[config.mk]
export PLATFORM = sky130hd
export DESIGN_NAME = pxo_top
export DESIGN_NICKNAME = d
export VERILOG_FILES = /design/src/pxo_pkg.sv /design/src/pxo_sync2.sv /design/src/pxo_scan_chain.sv /design/src/pxo_top.sv
export SDC_FILE = /design/constraint.sdc
export NUM_CORES = 1
export LEC_CHECK = 0
export BUFFER_PORTS_ARGS = -buffer_cell sky130_fd_sc_hd__buf_2
export CAP_MARGIN = 20
export CORE_ASPECT_RATIO = 0.9
export CORE_MARGIN = 2
export CORE_UTILIZATION = 25
export CTS_BUF_LIST = sky130_fd_sc_hd__clkbuf_2
export CTS_CLUSTER_SIZE = 25
export DETAILED_ROUTE_END_ITERATION = 7
export PLACE_DENSITY = 0.46
export SYNTH_ARGS = -nofsm -noshare
export SYNTH_HDL_FRONTEND = slang
export SYNTH_HIERARCHICAL = 1
export SYNTH_SLANG_ARGS = --single-unit
[constraint.sdc]
create_clock -name aclk -period 5.54 [get_ports aclk]
set_input_delay 0.277 -clock aclk [delete_from_list [all_inputs] [get_ports aclk]]
set_output_delay 0.277 -clock aclk [all_outputs]
set_load 0.005 [all_outputs]
[src/pxo_pkg.sv]
package pxo_pkg;

  // register byte addresses
  localparam logic [7:0] REG_PHASE_ADJ   = 8'h04;
  localparam logic [7:0] REG_HS_WIDTH    = 8'h07;
  localparam logic [7:0] REG_TEST_CTRL   = 8'h14;
  localparam logic [7:0] REG_MODE_CTRL   = 8'h18;
  localparam logic [7:0] REG_STATUS      = 8'h1C;

  // phase adjust register fields
  localparam int PHASE_LSB    = 3;
  localparam int HS_POL_BIT   = 4;
  // test control field
  localparam int SCAN_EN_BIT  = 2;
  // mode control fields
  localparam int DUAL_BIT     = 0;
  localparam int COAST_POL_BIT = 1;
  localparam int HSIN_POL_BIT = 2;
  localparam int COAST_INT_BIT = 3;

  // reset values
  localparam logic [31:0] PHASE_ADJ_RST = 32'h0000_0080;
  localparam logic [31:0] HS_WIDTH_RST  = 32'h0000_0020;
  localparam logic [31:0] TEST_CTRL_RST = 32'h0000_0000;
  localparam logic [31:0] MODE_CTRL_RST = 32'h0000_0001;

  // scan chain and phase constants
  localparam int SCAN_LEN    = 48;
  localparam int PHASE_STEPS = 32;

  // axi responses
  localparam logic [1:0] RESP_OKAY   = 2'h0;
  localparam logic [1:0] RESP_SLVERR = 2'h2;

  typedef struct packed {
    logic [7:0] red;
    logic [7:0] grn;
    logic [7:0] blu;
  } pxo_pixel_t;

  typedef struct packed {
    pxo_pixel_t a;
    pxo_pixel_t b;
  } pxo_ports_t;

endpackage

[src/pxo_sync2.sv]
`timescale 1ns/1ns
`default_nettype none
module pxo_sync2 #(
  parameter int W = 1
) (
  // clock
  input  wire logic         aclk,
  input  wire logic         aresetn,
  input  wire logic         ce,
  // data
  input  wire logic [W-1:0] async_in,
  output logic      [W-1:0] sync_out
);
  logic [W-1:0] meta_ff;

  always_ff @(posedge aclk) begin
    if (!aresetn) begin
      meta_ff  <= '0;
      sync_out <= '0;
    end else if (ce) begin
      meta_ff  <= async_in;
      sync_out <= meta_ff;
    end
  end
endmodule
`default_nettype wire

[src/pxo_scan_chain.sv]
`timescale 1ns/1ns
`default_nettype none
module pxo_scan_chain #(
  parameter int LEN = 48
) (
  // clock
  input  wire logic           aclk,
  input  wire logic           aresetn,
  input  wire logic           ce,
  // control
  input  wire logic           enable,
  input  wire logic           rise,
  input  wire logic           fall,
  input  wire logic           din,
  // chain
  output logic      [LEN-1:0] chain,
  output logic                dout
);
  // stage LEN-1 is red A bit 7, stage 0 is blue B bit 0
  always_ff @(posedge aclk) begin
    if (!aresetn) begin
      chain <= '0;
    end else if (ce && enable && rise) begin
      chain <= {din, chain[LEN-1:1]};
    end
  end

  // last stage leaves on the falling scan clock edge
  always_ff @(posedge aclk) begin
    if (!aresetn) begin
      dout <= 1'b0;
    end else if (ce && enable && fall) begin
      dout <= chain[0];
    end
  end
endmodule
`default_nettype wire

[src/pxo_top.sv]
// Summary of operation
// - writing 1 to bit 2 of register 14h enables scan mode
// - scan mode suspends all normal pixel and sync output behaviour
// - 48-stage chain over all data outputs, shifts on rising scan clock
// - first bit shifted in appears on red A bit 7 after one clock
// - after 48 clocks first bit on blue B bit 0, 48th on red A7
// - beyond 48 clocks last stage drives scan out on falling scan edge
// - clock invert at logic 1 inverts the nominal sampling clock
// - sample at leading hsync edge goes to port A, setting phase
// - dual-channel mode alternates following samples between B and A
// - single-channel mode sends all samples to A, B is high impedance
// - in dual-channel mode, output data clock rises between port A data transitions
// - sampling phase adjustable over 360 degrees in 32 steps
// - detect hsync polarity, drive output with polarity from 04H bit 4
// - processed hsync aligned with output data clock and data
// - processed hsync width in pixel clocks equals register 07H
// - coast blocks the pll reference so pixel clock free-runs
// - coast comes from the controller or from internal sync processing
// - coast and hsync input polarity each selectable by a control bit
// - each phase step is 11.25 degrees, hsync out shifted identically
//
// The AXI4-Lite slave port and the placing of the registers were chosen for this implementation.
`timescale 1ns/1ns
`default_nettype none
module pxo_top #(
  parameter int DW = 8
) (
  // clock, reset, enable
  input  wire logic              aclk,
  input  wire logic              aresetn,
  input  wire logic              ce,
  // axi4-lite write address
  input  wire logic [7:0]        s_axi_awaddr,
  input  wire logic              s_axi_awvalid,
  output logic                   s_axi_awready,
  // axi4-lite write data
  input  wire logic [31:0]       s_axi_wdata,
  input  wire logic [3:0]        s_axi_wstrb,
  input  wire logic              s_axi_wvalid,
  output logic                   s_axi_wready,
  // axi4-lite write response
  output logic [1:0]             s_axi_bresp,
  output logic                   s_axi_bvalid,
  input  wire logic              s_axi_bready,
  // axi4-lite read
  input  wire logic [7:0]        s_axi_araddr,
  input  wire logic              s_axi_arvalid,
  output logic                   s_axi_arready,
  output logic [31:0]            s_axi_rdata,
  output logic [1:0]             s_axi_rresp,
  output logic                   s_axi_rvalid,
  input  wire logic              s_axi_rready,
  // samples from the converters
  input  wire logic [3*DW-1:0]   sample_in,
  input  wire logic              sample_valid,
  // sync and clock control pins
  input  wire logic              hsync_in,
  input  wire logic              coast_in,
  input  wire logic              sample_clock_invert,
  input  wire logic              coast_internal,
  // scan pins
  input  wire logic              scan_clk,
  input  wire logic              scan_in,
  output logic                   scan_out,
  // pixel ports
  output logic [3*DW-1:0]        port_a,
  output logic [3*DW-1:0]        port_b,
  output logic                   port_b_oe,
  output logic                   output_data_clock,
  output logic                   processed_hsync_out,
  // pll and converter controls
  output logic                   pll_ref_gate,
  output logic                   sample_clk_inv,
  output logic [4:0]             sample_phase
);
  localparam int CHAIN = pxo_pkg::SCAN_LEN;

  // ---------------- register file ----------------
  logic [31:0] phase_reg_ff;
  logic [31:0] hs_width_ff;
  logic [31:0] test_ctrl_ff;
  logic [31:0] mode_ctrl_ff;
  logic        aw_held_ff;
  logic        w_held_ff;
  logic [7:0]  aw_addr_ff;
  logic [31:0] w_data_ff;
  logic [3:0]  w_strb_ff;
  logic        wr_fire;
  logic        hs_pol_detect_ff;
  logic        scan_mode;

  assign wr_fire = aw_held_ff && w_held_ff && !s_axi_bvalid;

  function automatic logic [31:0] merge(input logic [31:0] old_v,
                                        input logic [31:0] new_v,
                                        input logic [3:0]  strb);
    logic [31:0] r;
    r = old_v;
    for (int i = 0; i < 4; i++) begin
      if (strb[i]) begin
        r[8*i +: 8] = new_v[8*i +: 8];
      end
    end
    return r;
  endfunction

  // write address and data taken in either order
  always_ff @(posedge aclk) begin
    if (!aresetn) begin
      aw_held_ff    <= 1'b0;
      w_held_ff     <= 1'b0;
      aw_addr_ff    <= 8'h00;
      w_data_ff     <= 32'h0000_0000;
      w_strb_ff     <= 4'h0;
      s_axi_awready <= 1'b0;
      s_axi_wready  <= 1'b0;
      s_axi_bvalid  <= 1'b0;
      s_axi_bresp   <= pxo_pkg::RESP_OKAY;
    end else if (ce) begin
      s_axi_awready <= !aw_held_ff && !s_axi_awready && s_axi_awvalid;
      s_axi_wready  <= !w_held_ff && !s_axi_wready && s_axi_wvalid;
      if (s_axi_awvalid && s_axi_awready) begin
        aw_held_ff <= 1'b1;
        aw_addr_ff <= s_axi_awaddr;
      end
      if (s_axi_wvalid && s_axi_wready) begin
        w_held_ff <= 1'b1;
        w_data_ff <= s_axi_wdata;
        w_strb_ff <= s_axi_wstrb;
      end
      if (wr_fire) begin
        aw_held_ff   <= 1'b0;
        w_held_ff    <= 1'b0;
        s_axi_bvalid <= 1'b1;
        unique case (aw_addr_ff)
          pxo_pkg::REG_PHASE_ADJ, pxo_pkg::REG_HS_WIDTH,
          pxo_pkg::REG_TEST_CTRL, pxo_pkg::REG_MODE_CTRL: s_axi_bresp <= pxo_pkg::RESP_OKAY;
          default: s_axi_bresp <= pxo_pkg::RESP_SLVERR;
        endcase
      end else if (s_axi_bvalid && s_axi_bready) begin
        s_axi_bvalid <= 1'b0;
      end
    end
  end

  always_ff @(posedge aclk) begin
    if (!aresetn) begin
      phase_reg_ff <= pxo_pkg::PHASE_ADJ_RST;
      hs_width_ff  <= pxo_pkg::HS_WIDTH_RST;
      test_ctrl_ff <= pxo_pkg::TEST_CTRL_RST;
      mode_ctrl_ff <= pxo_pkg::MODE_CTRL_RST;
    end else if (ce && wr_fire) begin
      unique case (aw_addr_ff)
        pxo_pkg::REG_PHASE_ADJ: phase_reg_ff <= merge(phase_reg_ff, w_data_ff, w_strb_ff) & 32'h0000_00F8;
        pxo_pkg::REG_HS_WIDTH:  hs_width_ff  <= merge(hs_width_ff, w_data_ff, w_strb_ff) & 32'h0000_00FF;
        pxo_pkg::REG_TEST_CTRL: test_ctrl_ff <= merge(test_ctrl_ff, w_data_ff, w_strb_ff) & 32'h0000_0004;
        pxo_pkg::REG_MODE_CTRL: mode_ctrl_ff <= merge(mode_ctrl_ff, w_data_ff, w_strb_ff) & 32'h0000_000F;
        default: ;
      endcase
    end
  end

  // read channel, one read at a time
  always_ff @(posedge aclk) begin
    if (!aresetn) begin
      s_axi_arready <= 1'b0;
      s_axi_rvalid  <= 1'b0;
      s_axi_rdata   <= 32'h0000_0000;
      s_axi_rresp   <= pxo_pkg::RESP_OKAY;
    end else if (ce) begin
      s_axi_arready <= !s_axi_arready && !s_axi_rvalid && s_axi_arvalid;
      if (s_axi_arvalid && s_axi_arready) begin
        s_axi_rvalid <= 1'b1;
        s_axi_rresp  <= pxo_pkg::RESP_OKAY;
        unique case (s_axi_araddr)
          pxo_pkg::REG_PHASE_ADJ: s_axi_rdata <= phase_reg_ff;
          pxo_pkg::REG_HS_WIDTH:  s_axi_rdata <= hs_width_ff;
          pxo_pkg::REG_TEST_CTRL: s_axi_rdata <= test_ctrl_ff;
          pxo_pkg::REG_MODE_CTRL: s_axi_rdata <= mode_ctrl_ff;
          pxo_pkg::REG_STATUS:    s_axi_rdata <= {29'h0, pll_ref_gate, scan_mode, hs_pol_detect_ff};
          default: begin
            s_axi_rdata <= 32'h0000_0000;
            s_axi_rresp <= pxo_pkg::RESP_SLVERR;
          end
        endcase
      end else if (s_axi_rvalid && s_axi_rready) begin
        s_axi_rvalid <= 1'b0;
      end
    end
  end

  // ---------------- pin synchronisers ----------------
  logic [4:0] pins_s;
  pxo_sync2 #(.W(5)) u_sync (
    .aclk     (aclk),
    .aresetn  (aresetn),
    .ce       (ce),
    .async_in ({scan_clk, scan_in, hsync_in, coast_in, sample_clock_invert}),
    .sync_out (pins_s)
  );
  logic scan_clk_s, scan_in_s, hsync_s, coast_s, sample_clock_invert_s;
  assign {scan_clk_s, scan_in_s, hsync_s, coast_s, sample_clock_invert_s} = pins_s;

  assign scan_mode = test_ctrl_ff[pxo_pkg::SCAN_EN_BIT];

  // ---------------- scan chain ----------------
  logic scan_clk_d_ff;
  logic scan_rise, scan_fall;
  logic [CHAIN-1:0] chain;
  logic             chain_out;

  always_ff @(posedge aclk) begin
    if (!aresetn) begin
      scan_clk_d_ff <= 1'b0;
    end else if (ce) begin
      scan_clk_d_ff <= scan_clk_s;
    end
  end
  assign scan_rise = scan_clk_s && !scan_clk_d_ff;
  assign scan_fall = !scan_clk_s && scan_clk_d_ff;

  pxo_scan_chain #(.LEN(CHAIN)) u_chain (
    .aclk    (aclk),
    .aresetn (aresetn),
    .ce      (ce),
    .enable  (scan_mode),
    .rise    (scan_rise),
    .fall    (scan_fall),
    .din     (scan_in_s),
    .chain   (chain),
    .dout    (chain_out)
  );

  always_ff @(posedge aclk) begin
    if (!aresetn) begin
      scan_out <= 1'b0;
    end else if (ce) begin
      scan_out <= scan_mode ? chain_out : 1'b0;
    end
  end

  // ---------------- hsync processing ----------------
  logic hsync_d_ff;
  logic hs_active, hs_lead;
  logic [7:0] hs_cnt_ff;
  logic [15:0] hs_hi_ff, hs_lo_ff;

  // polarity detect by comparing high and low durations
  always_ff @(posedge aclk) begin
    if (!aresetn) begin
      hsync_d_ff       <= 1'b0;
      hs_hi_ff         <= 16'h0000;
      hs_lo_ff         <= 16'h0000;
      hs_pol_detect_ff <= 1'b0;
    end else if (ce) begin
      hsync_d_ff <= hsync_s;
      if (hsync_s) begin
        hs_hi_ff <= (hs_hi_ff == 16'hFFFF) ? hs_hi_ff : hs_hi_ff + 16'h0001;
      end else begin
        hs_lo_ff <= (hs_lo_ff == 16'hFFFF) ? hs_lo_ff : hs_lo_ff + 16'h0001;
      end
      if (hsync_s && !hsync_d_ff) begin
        hs_pol_detect_ff <= hs_hi_ff > hs_lo_ff;
        hs_hi_ff         <= 16'h0000;
        hs_lo_ff         <= 16'h0000;
      end
    end
  end

  // programmed input polarity, inverted when detection finds high longer than low
  assign hs_active = mode_ctrl_ff[pxo_pkg::HSIN_POL_BIT] ^ hsync_s ^ hs_pol_detect_ff;
  assign hs_lead   = hs_active && !(mode_ctrl_ff[pxo_pkg::HSIN_POL_BIT] ^ hsync_d_ff
                                    ^ hs_pol_detect_ff);

  // ---------------- output steering ----------------
  logic       phase_b_ff;
  logic       dual;
  assign dual = mode_ctrl_ff[pxo_pkg::DUAL_BIT];

  always_ff @(posedge aclk) begin
    if (!aresetn) begin
      phase_b_ff        <= 1'b0;
      port_a            <= '0;
      port_b            <= '0;
      port_b_oe         <= 1'b0;
      output_data_clock <= 1'b0;
      processed_hsync_out <= 1'b0;
      hs_cnt_ff         <= 8'h00;
    end else if (ce) begin
      if (scan_mode) begin
        // stage 47 drives red A bit 7
        // stage 0 drives blue B bit 0
        // order A rgb then B rgb
        port_a            <= chain[CHAIN-1 -: 3*DW];
        port_b            <= chain[3*DW-1:0];
        port_b_oe         <= 1'b1;
        output_data_clock <= 1'b0;
        processed_hsync_out <= 1'b0;
      end else if (sample_valid) begin
        // B driven only in dual mode
        port_b_oe <= dual;
        // leading edge sample to port A
        if (hs_lead || !dual || !phase_b_ff) begin
          port_a     <= sample_in;
          phase_b_ff <= dual;
          // clock rises midway through A data
          output_data_clock <= 1'b0;
        end else begin
          port_b            <= sample_in;
          phase_b_ff        <= 1'b0;
          output_data_clock <= 1'b1;
        end
        if (!dual) begin
          // single mode: data clock toggles per sample
          output_data_clock <= !output_data_clock;
        end
        if (hs_lead) begin
          hs_cnt_ff <= hs_width_ff[7:0];
        end else if (hs_cnt_ff != 8'h00) begin
          hs_cnt_ff <= hs_cnt_ff - 8'h01;
        end
        processed_hsync_out <= phase_reg_ff[pxo_pkg::HS_POL_BIT]
                               ^ !(hs_lead ? (hs_width_ff[7:0] != 8'h00) : (hs_cnt_ff > 8'h01));
      end
    end
  end

  // ---------------- pll and clock controls ----------------
  always_ff @(posedge aclk) begin
    if (!aresetn) begin
      pll_ref_gate   <= 1'b0;
      sample_clk_inv <= 1'b0;
      sample_phase   <= 5'h00;
    end else if (ce) begin
      pll_ref_gate   <= !scan_mode && ((coast_s ^ mode_ctrl_ff[pxo_pkg::COAST_POL_BIT])
                        || (mode_ctrl_ff[pxo_pkg::COAST_INT_BIT] && coast_internal));
      sample_clk_inv <= sample_clock_invert_s;
      sample_phase   <= phase_reg_ff[pxo_pkg::PHASE_LSB +: 5];
    end
  end
endmodule
`default_nettype wire

==> results.md <==
- Clock-pin slew of the registers on the worst-case setup and hold paths: 100 ps
- Outcome: completed
- Data required time at the worst endpoint: 6350 ps
- Hold Path Sink: s_axi_rdata[6]$_SDFFE_PN0P_
- Post-synth EDFFs: 0
- First-pass GRT wire length: 44900 µm
- Sink Count: 214
- Primary flip-flop cell chosen by synthesis mapping: dfxtp_1
- Ratio of final minimum period to clock period: 0.496
- Yosys warning total: 6
- Min Clock Period, post-route: about 2700 ps
- Area fraction in compound gates after synthesis: 0.165
- CP max FO: 27
- Endpoint arrival time on the critical path: approximately 3600 ps
- Number of fill cells in the layout: 4097
- Maximum ir drop on the vdd rail: 144 µV
- Setup repair after global routing missed its margin: no
- Number of synthesized register bits: between 200 and 250
- Endpoint kind of the worst setup timing path: flip-flop
- Register share of total power: 0.476
- XOR/XNOR Fraction of Synth Area: 0.0200
- Nets: 1406
- Standard cell area after detailed placement: 0.0106 mm²
- Minimum hold slack: 117 ps
- Via count: 8546
- Internal power component: between 2 and 2.5 mW
- Beginning of the worst hold path: s_axi_araddr[0]
- WL met3: 1780 µm
- Main combinational cell family by area after synthesis: simple AND/OR/NAND/NOR gates
- Area of combinational cells with multiple inputs: 0.00483 mm²
- Maximum clock frequency: 364 MHz
- WL final: 27900 µm
- Placement Rows: 68
- Clock tree skew after final layout: between 60 and 70 ps
- TritonCTS clock tree: yes
- Sequential share of the synthesized area: 0.447
- HPWL after DPL: 17800 µm
- Sequential cell area: 0.00428 mm²
- Post-synthesis adder-cell area fraction: 0.0274
- Die boundary width: 210 µm
- Area share of the largest cell type after synthesis: 0.447
- Final setup viols: 0
- Area enclosed by the die boundary: around 0.040 mm²
- Via density per instance: 4.65
- Reg-to-Reg End: w_strb_ff[0]$_SDFFE_PN0P_
- Routed length per instance: 15.2 µm
- Share of cell area taken by muxes after synthesis: 0.101
- Source of the worst register-to-register timing path: s_axi_wready$_SDFFE_PN0P_
- Startpoint type of the worst setup path: input pin
- Number of port buffers: between 100 and 150
- Static leakage: between 5 and 6 nW
- Net Switching: 1.05 mW
- Met1 WL: 13500 µm
- Buffer depth of the longest clock path: 3
- Actual transition at the worst max-transition pin: roughly 940 ps
- Worst r2r path cells: 5
- Post-Synthesis Mean Instance Area: 9.16 µm²
- Clock power share: 0.368
- Die boundary height: 190 µm
- Antenna violations before repair: 1
- Max-slew headroom at the worst pin: 0.375
- Synth top area cells: dfxtp_1, mux2i_1, nand2_1, a32oi_1, a21oi_1
- Sum of negative setup slack: 0 ps
- Vias in the first global route: 8338
- Maximum Capacitance Violations: 0
- CORE AREA: 0.0381 mm²
- Met2 Routed Length: between 10000 and 15000 µm
- Clock tree root driver cell: clkbuf_2
- DR DRC count: 0
- H-Tree Depth: 2
- Layout cells sized above 1: 0.203
- Ports placed on the boundary: 191
- Final Max Tran Viols: 0
- Number of cells in the finished layout apart from fillers: 1836
- Placed Instances: about 1.6k
- Cell Pwr Density: 281 mW/mm²
- Combinational group share of total power: 0.156
- Worst-Skew Late Latency: 910 ps
- Number of DRC markers in iteration 0: 358
- Cell area after synthesis: 0.00959 mm²
- CP Class: input pin to flip-flop
- Async set-or-reset flop fraction in the synthesized netlist: 0
- Post-route standard cell area excluding fillers: 0.0122 mm²
- Placer Congestion: 0.777
- Synth cell types: 70
- Switching Share: 0.307
- Layout area overhead: 27.5%
- Yosys top cell by area: dfxtp_1
- Final hold viol count: 0
- Clock buffer count from CTS: 61
- Largest net degree at the start of global routing: a little under 60
- Number of instances in the synthesized netlist: 1047
- Max layer used: met4
- Overall fraction of global-route tracks in use: 0.138
- Total gr overflow: 0
- Starting density of the core: 0.252
- Worst hold path stage count: 4
- Worst reg-to-reg setup slack: between 3000 and 4000 ps
- Min-Delay Path Class: input pin to flip-flop
- Synthesized-area fraction occupied by and/or/nand/nor cells: 0.178
- Post-detailed-route count of antenna-violating nets: 0
- Iteration count of the initial detailed-routing pass: 5
- Core utilization of the finished layout: 0.321
flip-flops by register name (all words and copies together) (netlist names), 4 cells and up:
| signal | cells |
|---|---|
| hs_width_ff | 8 |
| w_data_ff | 8 |
| aw_addr_ff | 8 |
| hs_cnt_ff | 8 |
| s_axi_rdata | 8 |
| hs_hi_ff | 16 |
| sample_phase | 5 |
| u_sync/sync_out | 5 |
| mode_ctrl_ff | 4 |
| port_a | 24 |
| hs_lo_ff | 16 |
| phase_reg_ff | 5 |
| port_b | 24 |
| u_sync/meta_ff | 5 |
| u_chain/chain | 48 |
power by group through the flow:
stage	Sequential (mW)	Clock, mW	Combinational (mW)
finish	1.64	1.26	0.536
global route	1.65	1.42	0.602
CTS	1.63	1.33	0.539
detailed placement	1.67	0	0.499
global placement	1.67	0	0.498
floorplan	1.66	0	0.375
layer usage:
| metal | up-vias | track usage |
|---|---|---|
| met1 | 4021 | 0.188 |
| met5 | - | 0 |
| li1 | 4270 | - |
| met4 | 0 | 0.0333 |
| met3 | 30 | 0.0396 |
| met2 | 225 | 0.215 |
placed cells by master, fill, tap and decap left out, drive strengths merged, types with 11 or more instances in the layout:
cell | synthesis | final
a21oi | 75 | 75
a32oi | 48 | 48
buf | 60 | 148
clkbuf | 30 | 97
clkinv | 0 | 14
conb | 1 | 26
dfxtp | 214 | 214
dlygate4sd3 | 0 | 101
ha | 21 | 21
inv | 24 | 24
mux2i | 93 | 93
nand2 | 147 | 147
nand3 | 40 | 40
nand4 | 11 | 11
nor2 | 73 | 73
nor2b | 15 | 15
o21ai | 30 | 30
o2bb2ai | 24 | 24
xnor2 | 15 | 15
cells by family (layout without fill, tap and decap cells):
family          Yosys count  after routing
simple gates            357            357
compound gates          224            224
flops                   214            214
buf+inv                 114            386
mux                      95             95
fa+ha+maj                21             21
xor+xnor                 21             21
other cells               1             28
cell type report:
class	count	share of cell area
multi-input cells	744	0.395
inverters	24	0.00747
clock inverters	16	0.00962
flip-flops and latches	214	0.350
well taps	490	0.0501
repair buffers	249	0.147
diodes	2	0.000409
clock buffers	97	0.0397
metrics by stage:
stage	total power, mW	setup slack [ps]
after floorplan	2.04	3710
after global placement	2.17	2890
after detailed placement	2.17	2900
after CTS	3.50	2880
after global routing	3.66	2700
final	3.43	2790
repair_timing:
| action | CTS | global route |
|---|---|---|
| gates resized for setup | 0 | 0 |
| endpoints found under the hold margin | 116 | 0 |
| buffers inserted | 0 | 0 |
| hold buffers | 101 | 0 |
| setup endpoints to repair | 0 | 0 |
cell usage after synthesis, types with 6 or more instances:
library cell and instances:
buf_1 6, a21oi_1 75, o211ai_1 8, inv_1 22, xnor2_1 15, o2bb2ai_1 24
and3_1 7, o21ai_0 10, dfxtp_1 214, nor4_1 8, ha_1 21, nand2_1 147
nor3_1 10, or3_1 8, nand4_1 10, nor2_1 71, o21ai_1 18, a32oi_1 48
mux2i_1 92, nor2b_1 15, and2_1 6, clkbuf_1 30, nand3_1 40, buf_4 27
buf_2 23
how the worst max path moves through the flow:
stage | to | cells past startpoint | slack, ps | startpoint
3_3_place_gp | mode_ctrl_ff[1]$_SDFFE_PN0P_ | 7 | 2890 | ce
3_5_place_dp | mode_ctrl_ff[1]$_SDFFE_PN0P_ | 7 | 2900 | ce
2_1_floorplan | hs_pol_detect_ff$_SDFFE_PN0P_ | 7 | 3710 | hs_lo_ff[9]$_SDFFE_PN0P_
4_1_cts | w_data_ff[5]$_SDFFE_PN0P_ | 8 | 2880 | ce
6_report | w_strb_ff[0]$_SDFFE_PN0P_ | 8 | 2790 | ce
5_1_grt | w_data_ff[0]$_SDFFE_PN0P_ | 8 | 2700 | ce
critical path, stage by stage:
cell,delay (ps)
dlygate4sd3_1,550
buf_2,360
buf_4,450
and3_1,520
nand2_1,90
dlygate4sd3_1,570
a21oi_1,120
dlygate4sd3_1,590
Note: power is estimated with default switching activity, not from simulation.
